[config.mk]
export PLATFORM = sky130hd
export DESIGN_NAME = pmc_dev_end_flat
export DESIGN_NICKNAME = d
export VERILOG_FILES = /design/src/pmc_pkg.sv /design/src/pmc_if.sv /design/src/pmc_dev_end.sv /design/src/flat_wrapper.sv
export VERILOG_INCLUDE_DIRS = /design/src
export SDC_FILE = /design/constraint.sdc
export NUM_CORES = 1
export LEC_CHECK = 0
export BUFFER_PORTS_ARGS = -buffer_cell sky130_fd_sc_hd__buf_2
export CORE_MARGIN = 3
export CORE_UTILIZATION = 25
export DETAILED_ROUTE_END_ITERATION = 10
export HOLD_SLACK_MARGIN = 0.03
export PLACE_DENSITY_LB_ADDON = 0.08
export SYNTH_ARGS = -nofsm -noshare
export SYNTH_HDL_FRONTEND = slang
export SYNTH_SLANG_ARGS = --single-unit
[constraint.sdc]
create_clock -name clk_i -period 2.25 [get_ports clk_i]
set_clock_uncertainty 0.15 [all_clocks]
set_input_delay 0.225 -clock clk_i [delete_from_list [all_inputs] [get_ports clk_i]]
set_output_delay 0.225 -clock clk_i [all_outputs]
set_load 0.005 [all_outputs]
[src/pmc_map.svh]
`ifndef PMC_MAP_SVH
`define PMC_MAP_SVH
// Interrupt enable mask field positions.
`define PMC_IE_EXT0_BIT 0
`define PMC_IE_TMR0_BIT 1
`define PMC_IE_EXT1_BIT 2
`define PMC_IE_TMR1_BIT 3
`define PMC_IE_SER_BIT 4
`define PMC_IE_TMR2_BIT 5
`define PMC_IE_RSVD_BIT 6
`define PMC_IE_GLOBAL_BIT 7
`define PMC_IE_RESET 8'h00
// Wake-up delay from power-down, in ms, and the cycle count at 50 MHz.
`define PMC_CLK_HZ 50000000
`define PMC_WAKE_MS 16
`define PMC_WAKE_CYCLES ((`PMC_CLK_HZ / 1000) * `PMC_WAKE_MS)
// Machine cycles of resumed execution after a reset ends idle.
`define PMC_IDLE_RST_MCYC 2
// One machine cycle is twelve oscillator periods.
`define PMC_MCYC_CLKS 12
`endif

[src/pmc_pkg.sv]
`default_nettype none
package pmc_pkg;
	typedef enum logic [1:0]
	{
		PMC_RUN = 2'b00,
		PMC_IDLE = 2'b01,
		PMC_PDOWN = 2'b10,
		PMC_WAKE = 2'b11
	} pmc_state_e;
	typedef logic [7:0] pmc_mask_t;
endpackage
`default_nettype wire

[src/pmc_if.sv]
`timescale 1ns/1ps
`default_nettype none
interface pmc_if;
	logic mask_we;
	logic [7:0] mask_wdata;
	logic idle_req;
	logic pdown_req;
	logic [7:0] mask;
	logic [1:0] mode;
	logic cpu_run;
	logic osc_run;
	logic ram_block;
	logic [5:0] irq_ack;
	logic [5:0] irq_src;
	logic hw_rst;
	modport dev
	(
		input mask_we, mask_wdata, idle_req, pdown_req, irq_src, hw_rst,
		output mask, mode, cpu_run, osc_run, ram_block, irq_ack
	);
	modport core
	(
		output mask_we, mask_wdata, idle_req, pdown_req, irq_src, hw_rst,
		input mask, mode, cpu_run, osc_run, ram_block, irq_ack
	);
endinterface
`default_nettype wire

[src/pmc_dev_end.sv]
// Behaviour
// - Global enable clear blocks every interrupt
// - Global set: each source gated by own
// - Enable one permits, zero blocks
// - Mask bit layout for timers and externals
// - Bit four gates shared serial interrupt
// - Software never writes reserved bit six
// - Idle stops CPU, peripherals keep running
// - Idle keeps RAM and registers intact
// - Idle exits on enabled interrupt or reset
// - Reset exit: two cycles, RAM blocked
// - No port write right after idle
// - Strobes high in idle, low powered down
// - Power-down stops oscillator immediately
// - Power-down retains RAM and registers
// - Power-down exits on reset or external
// - Reset from power-down reinits registers only
// - Enable external interrupt before power-down
// - Service starts 16 ms after wake pin
// - Reset held until oscillator stable; the code leaves power-down or wake on the first reset cycle
// - Six vectors, each gated by enable
`timescale 1ns/1ps
`default_nettype none
`include "pmc_map.svh"
module pmc_dev_end
#(
	parameter int WAKE_CYCLES = `PMC_WAKE_CYCLES,
	parameter int IDLE_RST_CYCLES = `PMC_IDLE_RST_MCYC * `PMC_MCYC_CLKS,
	parameter bit EXT_PROG = 1'b0
)
(
	input wire logic clk_i,
	input wire logic rstn_i,
	pmc_if.dev bus,
	input wire logic [7:0] port0_data_i,
	input wire logic [7:0] port2_data_i,
	input wire logic [7:0] port2_addr_i,
	output logic addr_latch_o,
	output logic prog_fetch_strobe_o,
	output logic [7:0] port0_o,
	output logic port0_oe_o,
	output logic [7:0] port2_o,
	output logic sfr_reinit_o
);
	/****************
	 * Registers
	 ****************/
	pmc_pkg::pmc_mask_t interrupt_enable_mask_q;
	pmc_pkg::pmc_state_e state_q;
	logic idle_req_q;
	logic pdown_req_q;
	logic [5:0] ack_q;
	logic [31:0] cnt_q;
	logic ram_block_q;
	logic sfr_reinit_q;
	logic [5:0] pending;
	logic ext_pending;
	logic rst_idle;
	logic rst_pd;
	function automatic logic [5:0] pmc_gate
	(
		input logic [7:0] m,
		input logic [5:0] s
	);
		logic [5:0] en;
		en = {m[`PMC_IE_TMR2_BIT], m[`PMC_IE_SER_BIT], m[`PMC_IE_TMR1_BIT],
			m[`PMC_IE_EXT1_BIT], m[`PMC_IE_TMR0_BIT], m[`PMC_IE_EXT0_BIT]};
		pmc_gate = m[`PMC_IE_GLOBAL_BIT] ? (s & en) : 6'h00;
	endfunction
	assign pending = pmc_gate(interrupt_enable_mask_q, bus.irq_src);
	// Only the two external sources can wake a stopped oscillator.
	assign ext_pending = pending[0] | pending[2];
	assign rst_idle = bus.hw_rst & (state_q == pmc_pkg::PMC_IDLE);
	assign rst_pd = bus.hw_rst & (state_q == pmc_pkg::PMC_PDOWN ||
		state_q == pmc_pkg::PMC_WAKE);
	/****************
	 * Mask register
	 ****************/
	always_ff @(posedge clk_i or negedge rstn_i)
	begin
		if (!rstn_i)
			interrupt_enable_mask_q <= `PMC_IE_RESET;
		else if (rst_pd || (bus.hw_rst && state_q == pmc_pkg::PMC_RUN))
			interrupt_enable_mask_q <= `PMC_IE_RESET;
		else if (bus.mask_we && state_q == pmc_pkg::PMC_RUN)
			interrupt_enable_mask_q <= bus.mask_wdata;
	end
	/****************
	 * Mode sequencer
	 ****************/
	always_ff @(posedge clk_i or negedge rstn_i)
	begin
		if (!rstn_i)
		begin
			state_q <= pmc_pkg::PMC_RUN;
			idle_req_q <= 1'b0;
			pdown_req_q <= 1'b0;
			cnt_q <= 32'h0000_0000;
			ram_block_q <= 1'b0;
			sfr_reinit_q <= 1'b0;
		end
		else
		begin
			sfr_reinit_q <= 1'b0;
			if (cnt_q != 32'h0000_0000)
				cnt_q <= cnt_q - 32'h0000_0001;
			case (state_q)
				pmc_pkg::PMC_RUN:
				begin
					ram_block_q <= ram_block_q & (cnt_q > 32'h0000_0001);
					if (bus.pdown_req)
					begin
						pdown_req_q <= 1'b1;
						state_q <= pmc_pkg::PMC_PDOWN;
					end
					else if (bus.idle_req)
					begin
						idle_req_q <= 1'b1;
						state_q <= pmc_pkg::PMC_IDLE;
					end
				end
				pmc_pkg::PMC_IDLE:
				begin
					if (rst_idle || pending != 6'h00)
					begin
						idle_req_q <= 1'b0;
						state_q <= pmc_pkg::PMC_RUN;
					end
					if (rst_idle)
					begin
						ram_block_q <= 1'b1;
						cnt_q <= 32'(IDLE_RST_CYCLES);
					end
				end
				pmc_pkg::PMC_PDOWN:
				begin
					if (rst_pd)
					begin
						pdown_req_q <= 1'b0;
						sfr_reinit_q <= 1'b1;
						state_q <= pmc_pkg::PMC_RUN;
					end
					else if (ext_pending)
					begin
						cnt_q <= 32'(WAKE_CYCLES);
						state_q <= pmc_pkg::PMC_WAKE;
					end
				end
				pmc_pkg::PMC_WAKE:
				begin
					if (rst_pd || cnt_q == 32'h0000_0001)
					begin
						pdown_req_q <= 1'b0;
						sfr_reinit_q <= rst_pd;
						state_q <= pmc_pkg::PMC_RUN;
					end
				end
				default:
					state_q <= pmc_pkg::PMC_RUN;
			endcase
		end
	end
	/****************
	 * Acknowledge and pins
	 ****************/
	always_ff @(posedge clk_i or negedge rstn_i)
	begin
		if (!rstn_i)
			ack_q <= 6'h00;
		else if (state_q == pmc_pkg::PMC_RUN ||
			(state_q == pmc_pkg::PMC_WAKE && cnt_q == 32'h0000_0001))
			ack_q <= pending;
		else
			ack_q <= 6'h00;
	end
	always_ff @(posedge clk_i or negedge rstn_i)
	begin
		if (!rstn_i)
		begin
			addr_latch_o <= 1'b1;
			prog_fetch_strobe_o <= 1'b1;
			port0_o <= 8'h00;
			port0_oe_o <= 1'b0;
			port2_o <= 8'h00;
			sfr_reinit_o <= 1'b0;
		end
		else
		begin
			addr_latch_o <= !(state_q == pmc_pkg::PMC_PDOWN ||
				state_q == pmc_pkg::PMC_WAKE);
			prog_fetch_strobe_o <= !(state_q == pmc_pkg::PMC_PDOWN ||
				state_q == pmc_pkg::PMC_WAKE);
			port0_o <= port0_data_i;
			port0_oe_o <= !EXT_PROG;
			port2_o <= (EXT_PROG && state_q == pmc_pkg::PMC_IDLE) ?
				port2_addr_i : port2_data_i;
			sfr_reinit_o <= sfr_reinit_q;
		end
	end
	assign bus.mask = interrupt_enable_mask_q;
	assign bus.mode = {pdown_req_q, idle_req_q};
	assign bus.cpu_run = (state_q == pmc_pkg::PMC_RUN);
	assign bus.osc_run = !(state_q == pmc_pkg::PMC_PDOWN ||
		state_q == pmc_pkg::PMC_WAKE);
	assign bus.ram_block = ram_block_q;
	assign bus.irq_ack = ack_q;
endmodule // pmc_dev_end
`default_nettype wire

[src/flat_wrapper.sv]
// flat-port wrapper written by rule: the top's interface ports become plain ports
module pmc_dev_end_flat 
#(
	parameter int WAKE_CYCLES = `PMC_WAKE_CYCLES,
	parameter int IDLE_RST_CYCLES = `PMC_IDLE_RST_MCYC * `PMC_MCYC_CLKS,
	parameter bit EXT_PROG = 1'b0
)
  (clk_i, rstn_i, port0_data_i, port2_data_i, port2_addr_i, addr_latch_o, prog_fetch_strobe_o, port0_o, port0_oe_o, port2_o, sfr_reinit_o, bus_mask_we, bus_mask_wdata, bus_idle_req, bus_pdown_req, bus_irq_src, bus_hw_rst, bus_mask, bus_mode, bus_cpu_run, bus_osc_run, bus_ram_block, bus_irq_ack);
  pmc_if bus_i ();
  input wire logic clk_i;
  input wire logic rstn_i;
  input wire logic [7:0] port0_data_i;
  input wire logic [7:0] port2_data_i;
  input wire logic [7:0] port2_addr_i;
  output logic addr_latch_o;
  output logic prog_fetch_strobe_o;
  output logic [7:0] port0_o;
  output logic port0_oe_o;
  output logic [7:0] port2_o;
  output logic sfr_reinit_o;
  input wire logic [$bits(bus_i.mask_we)-1:0] bus_mask_we;
  input wire logic [$bits(bus_i.mask_wdata)-1:0] bus_mask_wdata;
  input wire logic [$bits(bus_i.idle_req)-1:0] bus_idle_req;
  input wire logic [$bits(bus_i.pdown_req)-1:0] bus_pdown_req;
  input wire logic [$bits(bus_i.irq_src)-1:0] bus_irq_src;
  input wire logic [$bits(bus_i.hw_rst)-1:0] bus_hw_rst;
  output wire logic [$bits(bus_i.mask)-1:0] bus_mask;
  output wire logic [$bits(bus_i.mode)-1:0] bus_mode;
  output wire logic [$bits(bus_i.cpu_run)-1:0] bus_cpu_run;
  output wire logic [$bits(bus_i.osc_run)-1:0] bus_osc_run;
  output wire logic [$bits(bus_i.ram_block)-1:0] bus_ram_block;
  output wire logic [$bits(bus_i.irq_ack)-1:0] bus_irq_ack;
  assign bus_i.mask_we = bus_mask_we;
  assign bus_i.mask_wdata = bus_mask_wdata;
  assign bus_i.idle_req = bus_idle_req;
  assign bus_i.pdown_req = bus_pdown_req;
  assign bus_i.irq_src = bus_irq_src;
  assign bus_i.hw_rst = bus_hw_rst;
  assign bus_mask = bus_i.mask;
  assign bus_mode = bus_i.mode;
  assign bus_cpu_run = bus_i.cpu_run;
  assign bus_osc_run = bus_i.osc_run;
  assign bus_ram_block = bus_i.ram_block;
  assign bus_irq_ack = bus_i.irq_ack;
  pmc_dev_end #(.WAKE_CYCLES(WAKE_CYCLES), .IDLE_RST_CYCLES(IDLE_RST_CYCLES), .EXT_PROG(EXT_PROG)) u_core (.clk_i(clk_i), .rstn_i(rstn_i), .bus(bus_i), .port0_data_i(port0_data_i), .port2_data_i(port2_data_i), .port2_addr_i(port2_addr_i), .addr_latch_o(addr_latch_o), .prog_fetch_strobe_o(prog_fetch_strobe_o), .port0_o(port0_o), .port0_oe_o(port0_oe_o), .port2_o(port2_o), .sfr_reinit_o(sfr_reinit_o));
endmodule
==> results of run 1 <==
==> critical path, cell delays in order (launching register included) <==
cell and delay (ps):
dfrtp_1 370, or4_4 580, nor3_4 190, nand4b_1 230
a311oi_2 330, mux2_4 330
==> per-stage QoR <==
step / utilization / setup slack [ps] / cells / total power [mW] / hold WS, ps
2_1_floorplan: - / -19.4 / 340 / 4.17 / -221
3_5_place_dp: 0.333 / -174 / 638 / 6.04 / 150
3_3_place_gp: 0.333 / -135 / 638 / 6.03 / 150
5_1_grt: 0.395 / -163 / 694 / 8.68 / 66.5
6_report: 0.395 / -66.4 / 694 / 8.01 / 52.6
4_1_cts: 0.387 / -38.4 / 688 / 7.84 / 39.0
==> cell families after synthesis <==
group / after synthesis / share of synthesized area
flip-flops: 71 / 0.521
AND/OR/NAND/NOR: 143 / 0.242
multiplexers: 3 / 0.00917
XOR/XNOR: 5 / 0.0128
adder cells (fa/ha/maj): 6 / 0.0220
AO/OA/AOI/OAI: 83 / 0.150
buffers and inverters: 28 / 0.0422
other: 1 / 0.00110
==> flip-flops by register name, summed over array words and instances, names as in the netlist, 2 cells and up <==
register and count:
u_core.state_q 2, u_core.cnt_q 32, u_core.bus.irq_ack 6, u_core.port0_o 8, u_core.port2_o 8, u_core.bus.mask 8
==> repair_timing <==
item,in CTS,in global routing
hold buffers,31,0
pin swaps,11,13
gates resized for setup,19,15
endpoints found under the hold margin,72,0
setup buffers,4,6
endpoints found under the setup margin,40,38
==> metal layers <==
metal  vias to the layer above  share of wire  GRT usage
met5                         -              0          0
met4                         0          0.023     0.0630
met3                        20          0.036     0.0359
met2                        59           0.50      0.246
met1                      1585           0.44      0.184
li1                       1595              -          -
==> worst paths after layout <==
kind                                     startpoint                  end  cells past startpoint
worst max-delay path                u_core.cnt_q[7]    u_core.state_q[0]                      5
worst min register to register  u_core.sfr_reinit_q  u_core.sfr_reinit_o                      0
min in group asynchronous                    rstn_i     u_core.cnt_q[10]                      2
max in group asynchronous                    rstn_i     u_core.cnt_q[26]                      3
worst max register to register      u_core.cnt_q[7]    u_core.state_q[0]                      5
worst min-delay path                  bus_pdown_req    u_core.state_q[1]                      3
==> cell usage in the layout, fill, tap and decap left out, types with 12 or more instances in the layout <==
master / instances
dfrtp_1: 70
nand3_1: 22
nor2_1: 23
buf_2: 73
buf_4: 73
or4_1: 13
a21oi_1: 32
o31ai_1: 13
dlygate4sd3_1: 31
o21ai_0: 12
nand2_1: 24
==> area by class of cell <==
| cell class | instances | area [um^2] |
|---|---|---|
| Inverter | 8 | 30.0 |
| Clock buffer | 12 | 256 |
| Fill cell | 1345 | 8040 |
| Timing Repair Buffer | 183 | 1310 |
| Clock inverter | 3 | 42.5 |
| Tap cell | 176 | 220 |
| Multi-Input combinational cell | 241 | 1620 |
| Sequential cell | 71 | 1780 |
==> power by group <==
| part | internal (mW) | leakage [nW] | switching, mW | total, mW |
|---|---|---|---|---|
| sequential | 1.62 | 0.913 | 0.281 | 1.91 |
| clock | 0.910 | 0.145 | 0.532 | 1.44 |
| combinational | 2.31 | 1.36 | 2.35 | 4.66 |
==> impl_metrics.py, run 1 <==
metrics = {
    "synthesis": {
        "synth_edf_count": 0,
        "synth_cell_types": 52,
        "synthFlopType": "dfrtp_1",
        "synth.most_common_cell": "dfrtp_1",
        "synth.avg_cell_area_um2": 10.0,
        "synth_top_area_frac": 0.513,
        "synthTopCellsByCount": "70 x dfrtp_1, 35 x a21oi_1, 25 x nand2_1",
        "ys_ff_latch": 71,
        "netlist_top_cells_area": "dfrtp_1 51%, a21oi_1 5.1%, or4_1 3.5%, nand3_1 3.4%, o31ai_1 2.9%",
        "yosys.area.top_type": "dfrtp_1",
        "syn-cell-area_mm2": 0.00341,
        "synth_warnings": 0,
        "syn-num-nets": 390,
        "ys_seq_area_frac": 0.521,
        "synthArstFlopShare": 1.00,
        "netlist_instances": 340,
    },
    "sta": {
        "max_freq_mhz": 432,
        "rsz0062_at_grt": "yes",
        "fin_ws_ps": -66.4,
        "finalCriticalPeriod_ps": 2320,
        "finalHoldViolations": 0,
        "slew_headroom": 0.574,
        "maxSlewViolCount": 0,
        "worstMarginPinSlew_ps": 639,
        "tns_ps": -113,
        "setup_viol": 6,
        "period_share": 1.03,
    },
    "clock_tree": {
        "clock_latency_ps": 340,
        "clock-sinks": 71,
        "clk_pin_slew_worst_paths_ps": 60,
        "clockRootBuffer": "clkbuf_16",
        "cts_tree": "done",
        "cts_buffer_depth": 2,
        "cts_inserted_buffers": 9,
        "cts_htree_levels": 3,
    },
    "floorplan": {
        "row_count": 42,
        "fp.coreArea_mm2": 0.0133,
        "boundaryPins": 83,
        "die_area_mm2": 0.0151,
        "die_x_um": 123,
        "start_util": 0.257,
        "fp.dieH_um": 123,
    },
    "setup_path": {
        "worstSetupPathType": "reg -> reg",
        "critical_path_required_ps": 2320,
        "reg2reg_slack_ps": -70,
        "worst_setup_path_end_kind": "flop",
        "start_kind": "flop",
        "worstPathMaxFanout": 4,
        "crit_arrival_ps": 2390,
    },
    "drt": {
        "route.detailed.drc": 0,
        "wl_per_cell_um": 14.7,
        "vias": 3259,
        "wl_mm": 10.2,
        "drt_first_iter_violations": 99,
        "ant_nets": 0,
        "via_per_inst": 4.70,
        "first_pass_iters": 4,
    },
    "run": {
        "cap_violations": 0,
    },
    "grt": {
        "grt_overflow": 0,
        "antenna_found_initial": 0,
        "grt_max_degree": 46,
        "grt_pass1_wl_mm": 17.2,
        "track_usage": 0.148,
        "grt_pass1_vias": 3403,
    },
    "finish": {
        "final_area_mm2": 0.00526,
        "diodes": 0,
        "drive_above_1_share": 0.402,
        "nets": 564,
        "syn_to_final_growth_pct": 54.1,
    },
    "status": {
        "status": "complete, but fails checks",
        "violations": "negative setup slack",
    },
    "pwr": {
        "leakagePower_nw": 2.41,
        "ir_drop_v": 0.000430,
        "power.density_mw_per_mm2": 1520,
    },
    "place": {
        "routabilityCongestion": 0.772,
        "placed_area_mm2": 0.00443,
        "io_buffers": 74,
        "place_hpwl_mm": 7.33,
    },
    "min_path": {
        "hold_path_class": "in -> reg",
    },
}
Power figures use the tool's default switching activity.
==> inputs of run 2 (changes only) <==
Settings changed: ABC_AREA from default to 1.
==> impl_metrics.py, run 2 <==
metrics = {
    "status": {
        "status": "finished clean",
    },
    "sta": {
        "maxSlewViolCount": 0,
        "tns_ps": 0,
        "finalHoldViolations": 0,
        "max_freq_mhz": 505,
        "period_share": 0.881,
        "finalCriticalPeriod_ps": 1980,
        "rsz0062_at_grt": "no",
        "setup_viol": 0,
    },
    "synthesis": {
        "synth_edf_count": 0,
        "synthTopCellsByCount": "92 x nand2_1, 78 x nor2_1, 70 x dfrtp_1",
        "syn-cell-area_mm2": 0.00364,
        "ys_seq_area_frac": 0.489,
        "synth_cell_types": 34,
        "synthArstFlopShare": 1.00,
        "netlist_instances": 455,
        "synthFlopType": "dfrtp_1",
        "synth.avg_cell_area_um2": 7.99,
        "ys_ff_latch": 71,
        "synth.most_common_cell": "nand2_1",
        "syn-num-nets": 505,
        "synth_warnings": 0,
        "synth_top_area_frac": 0.482,
        "netlist_top_cells_area": "dfrtp_1 48%, nand2_1 9.5%, nor2_1 8.1%, inv_1 6.9%, nand3_1 3.2%",
        "yosys.area.top_type": "dfrtp_1",
    },
    "finish": {
        "top_register": "u_core.cnt_q",
        "mostFrequentLayoutCell": "nand2_1",
        "largest_reg_flops": 32,
        "final_cell_mix": "92 x nand2_1, 78 x nor2_1, 73 x buf_2",
        "drive_above_1_share": 0.237,
        "nets": 619,
        "diodes": 0,
        "final_area_mm2": 0.00489,
        "syn_to_final_growth_pct": 34.5,
    },
    "clock_tree": {
        "cts_buffer_depth": 2,
        "clk_pin_slew_worst_paths_ps": 60,
        "cts_tree": "done",
        "clockRootBuffer": "clkbuf_16",
        "cts_inserted_buffers": 9,
        "clock-sinks": 71,
        "clock_latency_ps": 340,
        "cts_htree_levels": 3,
    },
    "drt": {
        "wl_mm": 9.62,
        "route.detailed.drc": 0,
        "vias": 3223,
        "via_per_inst": 4.27,
        "first_pass_iters": 4,
        "wl_per_cell_um": 12.8,
        "drt_first_iter_violations": 84,
        "ant_nets": 0,
    },
    "setup_path": {
        "crit_arrival_ps": 2050,
        "critical_path_required_ps": 2320,
        "start_kind": "flop",
        "worstPathMaxFanout": 17,
        "worst_setup_path_end_kind": "flop",
        "worstSetupPathType": "reg -> reg",
    },
    "grt": {
        "grt_overflow": 0,
        "track_usage": 0.128,
        "grt_pass1_wl_mm": 16.4,
        "antenna_found_initial": 0,
        "grt_max_degree": 41,
        "grt_pass1_vias": 3261,
    },
    "run": {
        "cap_violations": 0,
    },
    "place": {
        "routabilityCongestion": 0.785,
        "io_buffers": 74,
        "placed_area_mm2": 0.00425,
        "place_hpwl_mm": 7.07,
    },
    "floorplan": {
        "die_x_um": 127,
        "row_count": 43,
        "boundaryPins": 83,
        "fp.coreArea_mm2": 0.0140,
        "die_area_mm2": 0.0160,
        "start_util": 0.259,
        "fp.dieH_um": 127,
    },
    "min_path": {
        "hold_path_class": "in -> reg",
    },
    "pwr": {
        "ir_drop_v": 0.000517,
        "leakagePower_nw": 2.58,
        "power.density_mw_per_mm2": 1400,
    },
}
==> run 2: what timing repair did <==
| item | 4_1_cts | 5_1_grt |
|---|---|---|
| setup buffers | 0 | 0 |
| endpoints found under the setup margin | 0 | 8 |
| hold buffers | 31 | 0 |
| resized for setup | 0 | 1 |
| endpoints found under the hold margin | 60 | 0 |
==> run 2: final timing paths <==
check	start	end	slack (ps)	cells past startpoint
setup / recovery	u_core.cnt_q[0]	u_core.cnt_q[15]	270	11
hold / removal	bus_pdown_req	u_core.state_q[1]	110	5
setup reg to reg	u_core.cnt_q[0]	u_core.cnt_q[15]	270	11
hold reg to reg	u_core.sfr_reinit_q	u_core.sfr_reinit_o	230	0
max in group asynchronous	rstn_i	u_core.port0_o[5]	1150	3
min in group asynchronous	rstn_i	u_core.port0_oe_o	220	2
==> run 2: critical path, stage by stage, from the launching register on <==
cell	delay (ps)
dfrtp_1	380
inv_1	130
ha_1	250
nand2_4	100
nor2_4	150
nand2_4	90
inv_2	80
nand2_4	160
nand2_2	210
o21ai_1	80
nand2_1	60
nor2_1	40
==> run 2: report_power, final <==
part | internal, mW | switching [mW] | leakage [nW]
registers | 1.62 | 0.284 | 0.914
clock network | 1.00 | 0.560 | 0.156
logic | 1.19 | 2.21 | 1.51
total | 3.81 | 3.06 | 2.58
==> run 2: cells by family after synthesis <==
logic type | synth area share
xor+xnor | 0.0120
flops | 0.489
simple gates | 0.315
buf+inv | 0.0877
compound gates | 0.0747
other cells | 0.00103
fa+ha+maj | 0.0206
==> run 2: metal layers <==
layer,track usage,vias up,share of wire
li1,-,1657,-
met1,0.165,1499,0.46
met2,0.209,60,0.48
met3,0.0408,7,0.047
met4,0.0347,0,0.011
met5,0,-,0
==> run 2: final cells by class <==
cell class,instances,area [um^2]
Fill cell,1474,9150
Sequential cell,71,1780
Multi-Input combinational cell,305,1550
Timing Repair Buffer,110,746
Inverter,72,272
Clock buffer,11,243
Tap cell,180,225
Clock inverter,5,81.3
==> run 2: per-stage QoR <==
stage | utilization | power (mW) | cells | hold slack, ps | worst slack (ps)
after global routing | 0.348 | 7.60 | 754 | 130 | 91.0
after floorplan | - | 4.38 | 455 | -221 | 493
final | 0.348 | 6.87 | 754 | 108 | 269
after detailed placement | 0.303 | 5.33 | 707 | 59.2 | 171
after global placement | 0.303 | 5.31 | 707 | 51.9 | 212
after CTS | 0.348 | 6.99 | 754 | 92.5 | 154
==> inputs of run 3 (changes only) <==
Settings changed: CTS_BUF_LIST from default to sky130_fd_sc_hd__clkbuf_8, SETUP_SLACK_MARGIN from default to 0.3.
==> impl_metrics.py, run 3 (synthesis results as in run 2) <==
metrics = {
    "min_path": {
        "hold-path-endpoint": "u_core.idle_req_q",
        "worstHoldStart": "bus_idle_req",
        "hold_depth": 4,
        "hold_path_class": "in -> reg",
    },
    "finish": {
        "utilization": 0.355,
        "fillers": 1474,
        "largest_reg_flops": 32,
        "mostFrequentLayoutCell": "nand2_1",
        "final_cell_mix": "92 x nand2_1, 73 x buf_2, 72 x nor2_1",
        "nets": 631,
        "final_cells": 766,
        "top_register": "u_core.cnt_q",
        "drive_above_1_share": 0.276,
        "syn_to_final_growth_pct": 37.1,
        "diodes": 0,
        "multi_input_area_mm2": 0.00164,
        "seqCellArea_mm2": 0.00178,
        "final_area_mm2": 0.00499,
    },
    "status": {
        "status": "finished clean",
    },
    "sta": {
        "tns_ps": 0,
        "maxSlewViolCount": 0,
        "rsz0062_at_grt": "yes",
        "period_share": 0.819,
        "finalHoldViolations": 0,
        "max_freq_mhz": 543,
        "fin_ws_ps": 408,
        "hold_slack_ps": 84.0,
        "setup_viol": 0,
        "finalCriticalPeriod_ps": 1840,
    },
    "setup_path": {
        "critical_path_required_ps": 2350,
        "crit_path_start": "u_core.cnt_q[1]",
        "worstSetupPathType": "reg -> reg",
        "reg2reg_from": "u_core.cnt_q[1]",
        "reg2reg_slack_ps": 410,
        "start_kind": "flop",
        "rr_worst_depth": 9,
        "reg2reg_to": "u_core.cnt_q[24]",
        "worstPathMaxFanout": 5,
        "crit_arrival_ps": 1940,
        "worst_setup_path_end_kind": "flop",
    },
    "drt": {
        "wl_mm": 9.78,
        "wl_per_cell_um": 12.8,
        "ant_nets": 0,
        "drt_first_iter_violations": 107,
        "via_per_inst": 4.22,
        "vias": 3233,
        "first_pass_iters": 4,
        "route.detailed.drc": 0,
    },
    "grt": {
        "grt_max_degree": 41,
        "grt_pass1_wl_mm": 16.3,
        "grt_pass1_vias": 3266,
        "track_usage": 0.127,
        "antenna_found_initial": 0,
        "grt_overflow": 0,
    },
    "clock_tree": {
        "cts_htree_levels": 3,
        "clock_latency_ps": 360,
        "clk_pin_slew_worst_paths_ps": 80,
        "cts_tree": "done",
        "clockRootBuffer": "clkbuf_8",
        "cts_inserted_buffers": 9,
        "cts_buffer_depth": 2,
        "clock-sinks": 71,
    },
    "pwr": {
        "leakagePower_nw": 2.60,
        "power.density_mw_per_mm2": 1360,
        "ir_drop_v": 0.000531,
        "total_power_mw": 6.79,
    },
    "floorplan": {
        "die_x_um": 127,
        "start_util": 0.259,
        "die_area_mm2": 0.0160,
        "boundaryPins": 83,
        "row_count": 43,
        "fp.dieH_um": 127,
        "fp.coreArea_mm2": 0.0140,
    },
    "place": {
        "placed_area_mm2": 0.00425,
        "place_inst": 707,
        "io_buffers": 74,
        "routabilityCongestion": 0.785,
        "place_hpwl_mm": 7.07,
        "pre_cts_ws_ps": 171,
    },
    "run": {
        "cap_violations": 0,
    },
}
==> run 3: where the power goes <==
part | switching [mW] | internal (mW)
registers | 0.299 | 1.62
clock network | 0.513 | 0.650
logic | 2.37 | 1.34
==> run 3: how the worst max path moves through the flow <==
stage / end / slack, ps / cells past startpoint
final: u_core.cnt_q[24] / 410 / 9
after detailed placement: u_core.bus.mask[3] / 170 / 9
after floorplan: u_core.cnt_q[19] / 490 / 11
after CTS: u_core.cnt_q[31] / 310 / 11
after global routing: u_core.cnt_q[31] / 270 / 9
after global placement: u_core.bus.mask[4] / 210 / 9
==> run 3: critical path, cell delays in order, from the launching register on <==
cell     delay, ps
dfrtp_1        410
inv_1           90
ha_2           210
nand2_4         80
nor2_4         150
nand2_4         90
nor2_1         230
nand2_1        100
o21ai_0        150
a21oi_1         50
==> run 3: area by class of cell <==
cell class | count | area share
clock inverter | 6 | 0.0171
sequential | 71 | 0.357
tap | 180 | 0.0452
timing repair buffer | 122 | 0.170
inverter | 72 | 0.0545
clock buffer | 10 | 0.0276
multi-input combinational | 305 | 0.329
==> run 3: what timing repair did <==
item | CTS | global route
pin swaps | 0 | 4
resized for setup | 5 | 19
hold buffers | 31 | 0
endpoints found under the hold margin | 61 | 0
endpoints found under the setup margin | 20 | 48
buffers inserted | 1 | 11
==> run 3: per-layer routing <==
| metal | track usage | share of wire |
|---|---|---|
| met4 | 0.0423 | 0.014 |
| met3 | 0.0345 | 0.043 |
| met1 | 0.161 | 0.46 |
| met2 | 0.210 | 0.48 |
| met5 | 0 | 0 |
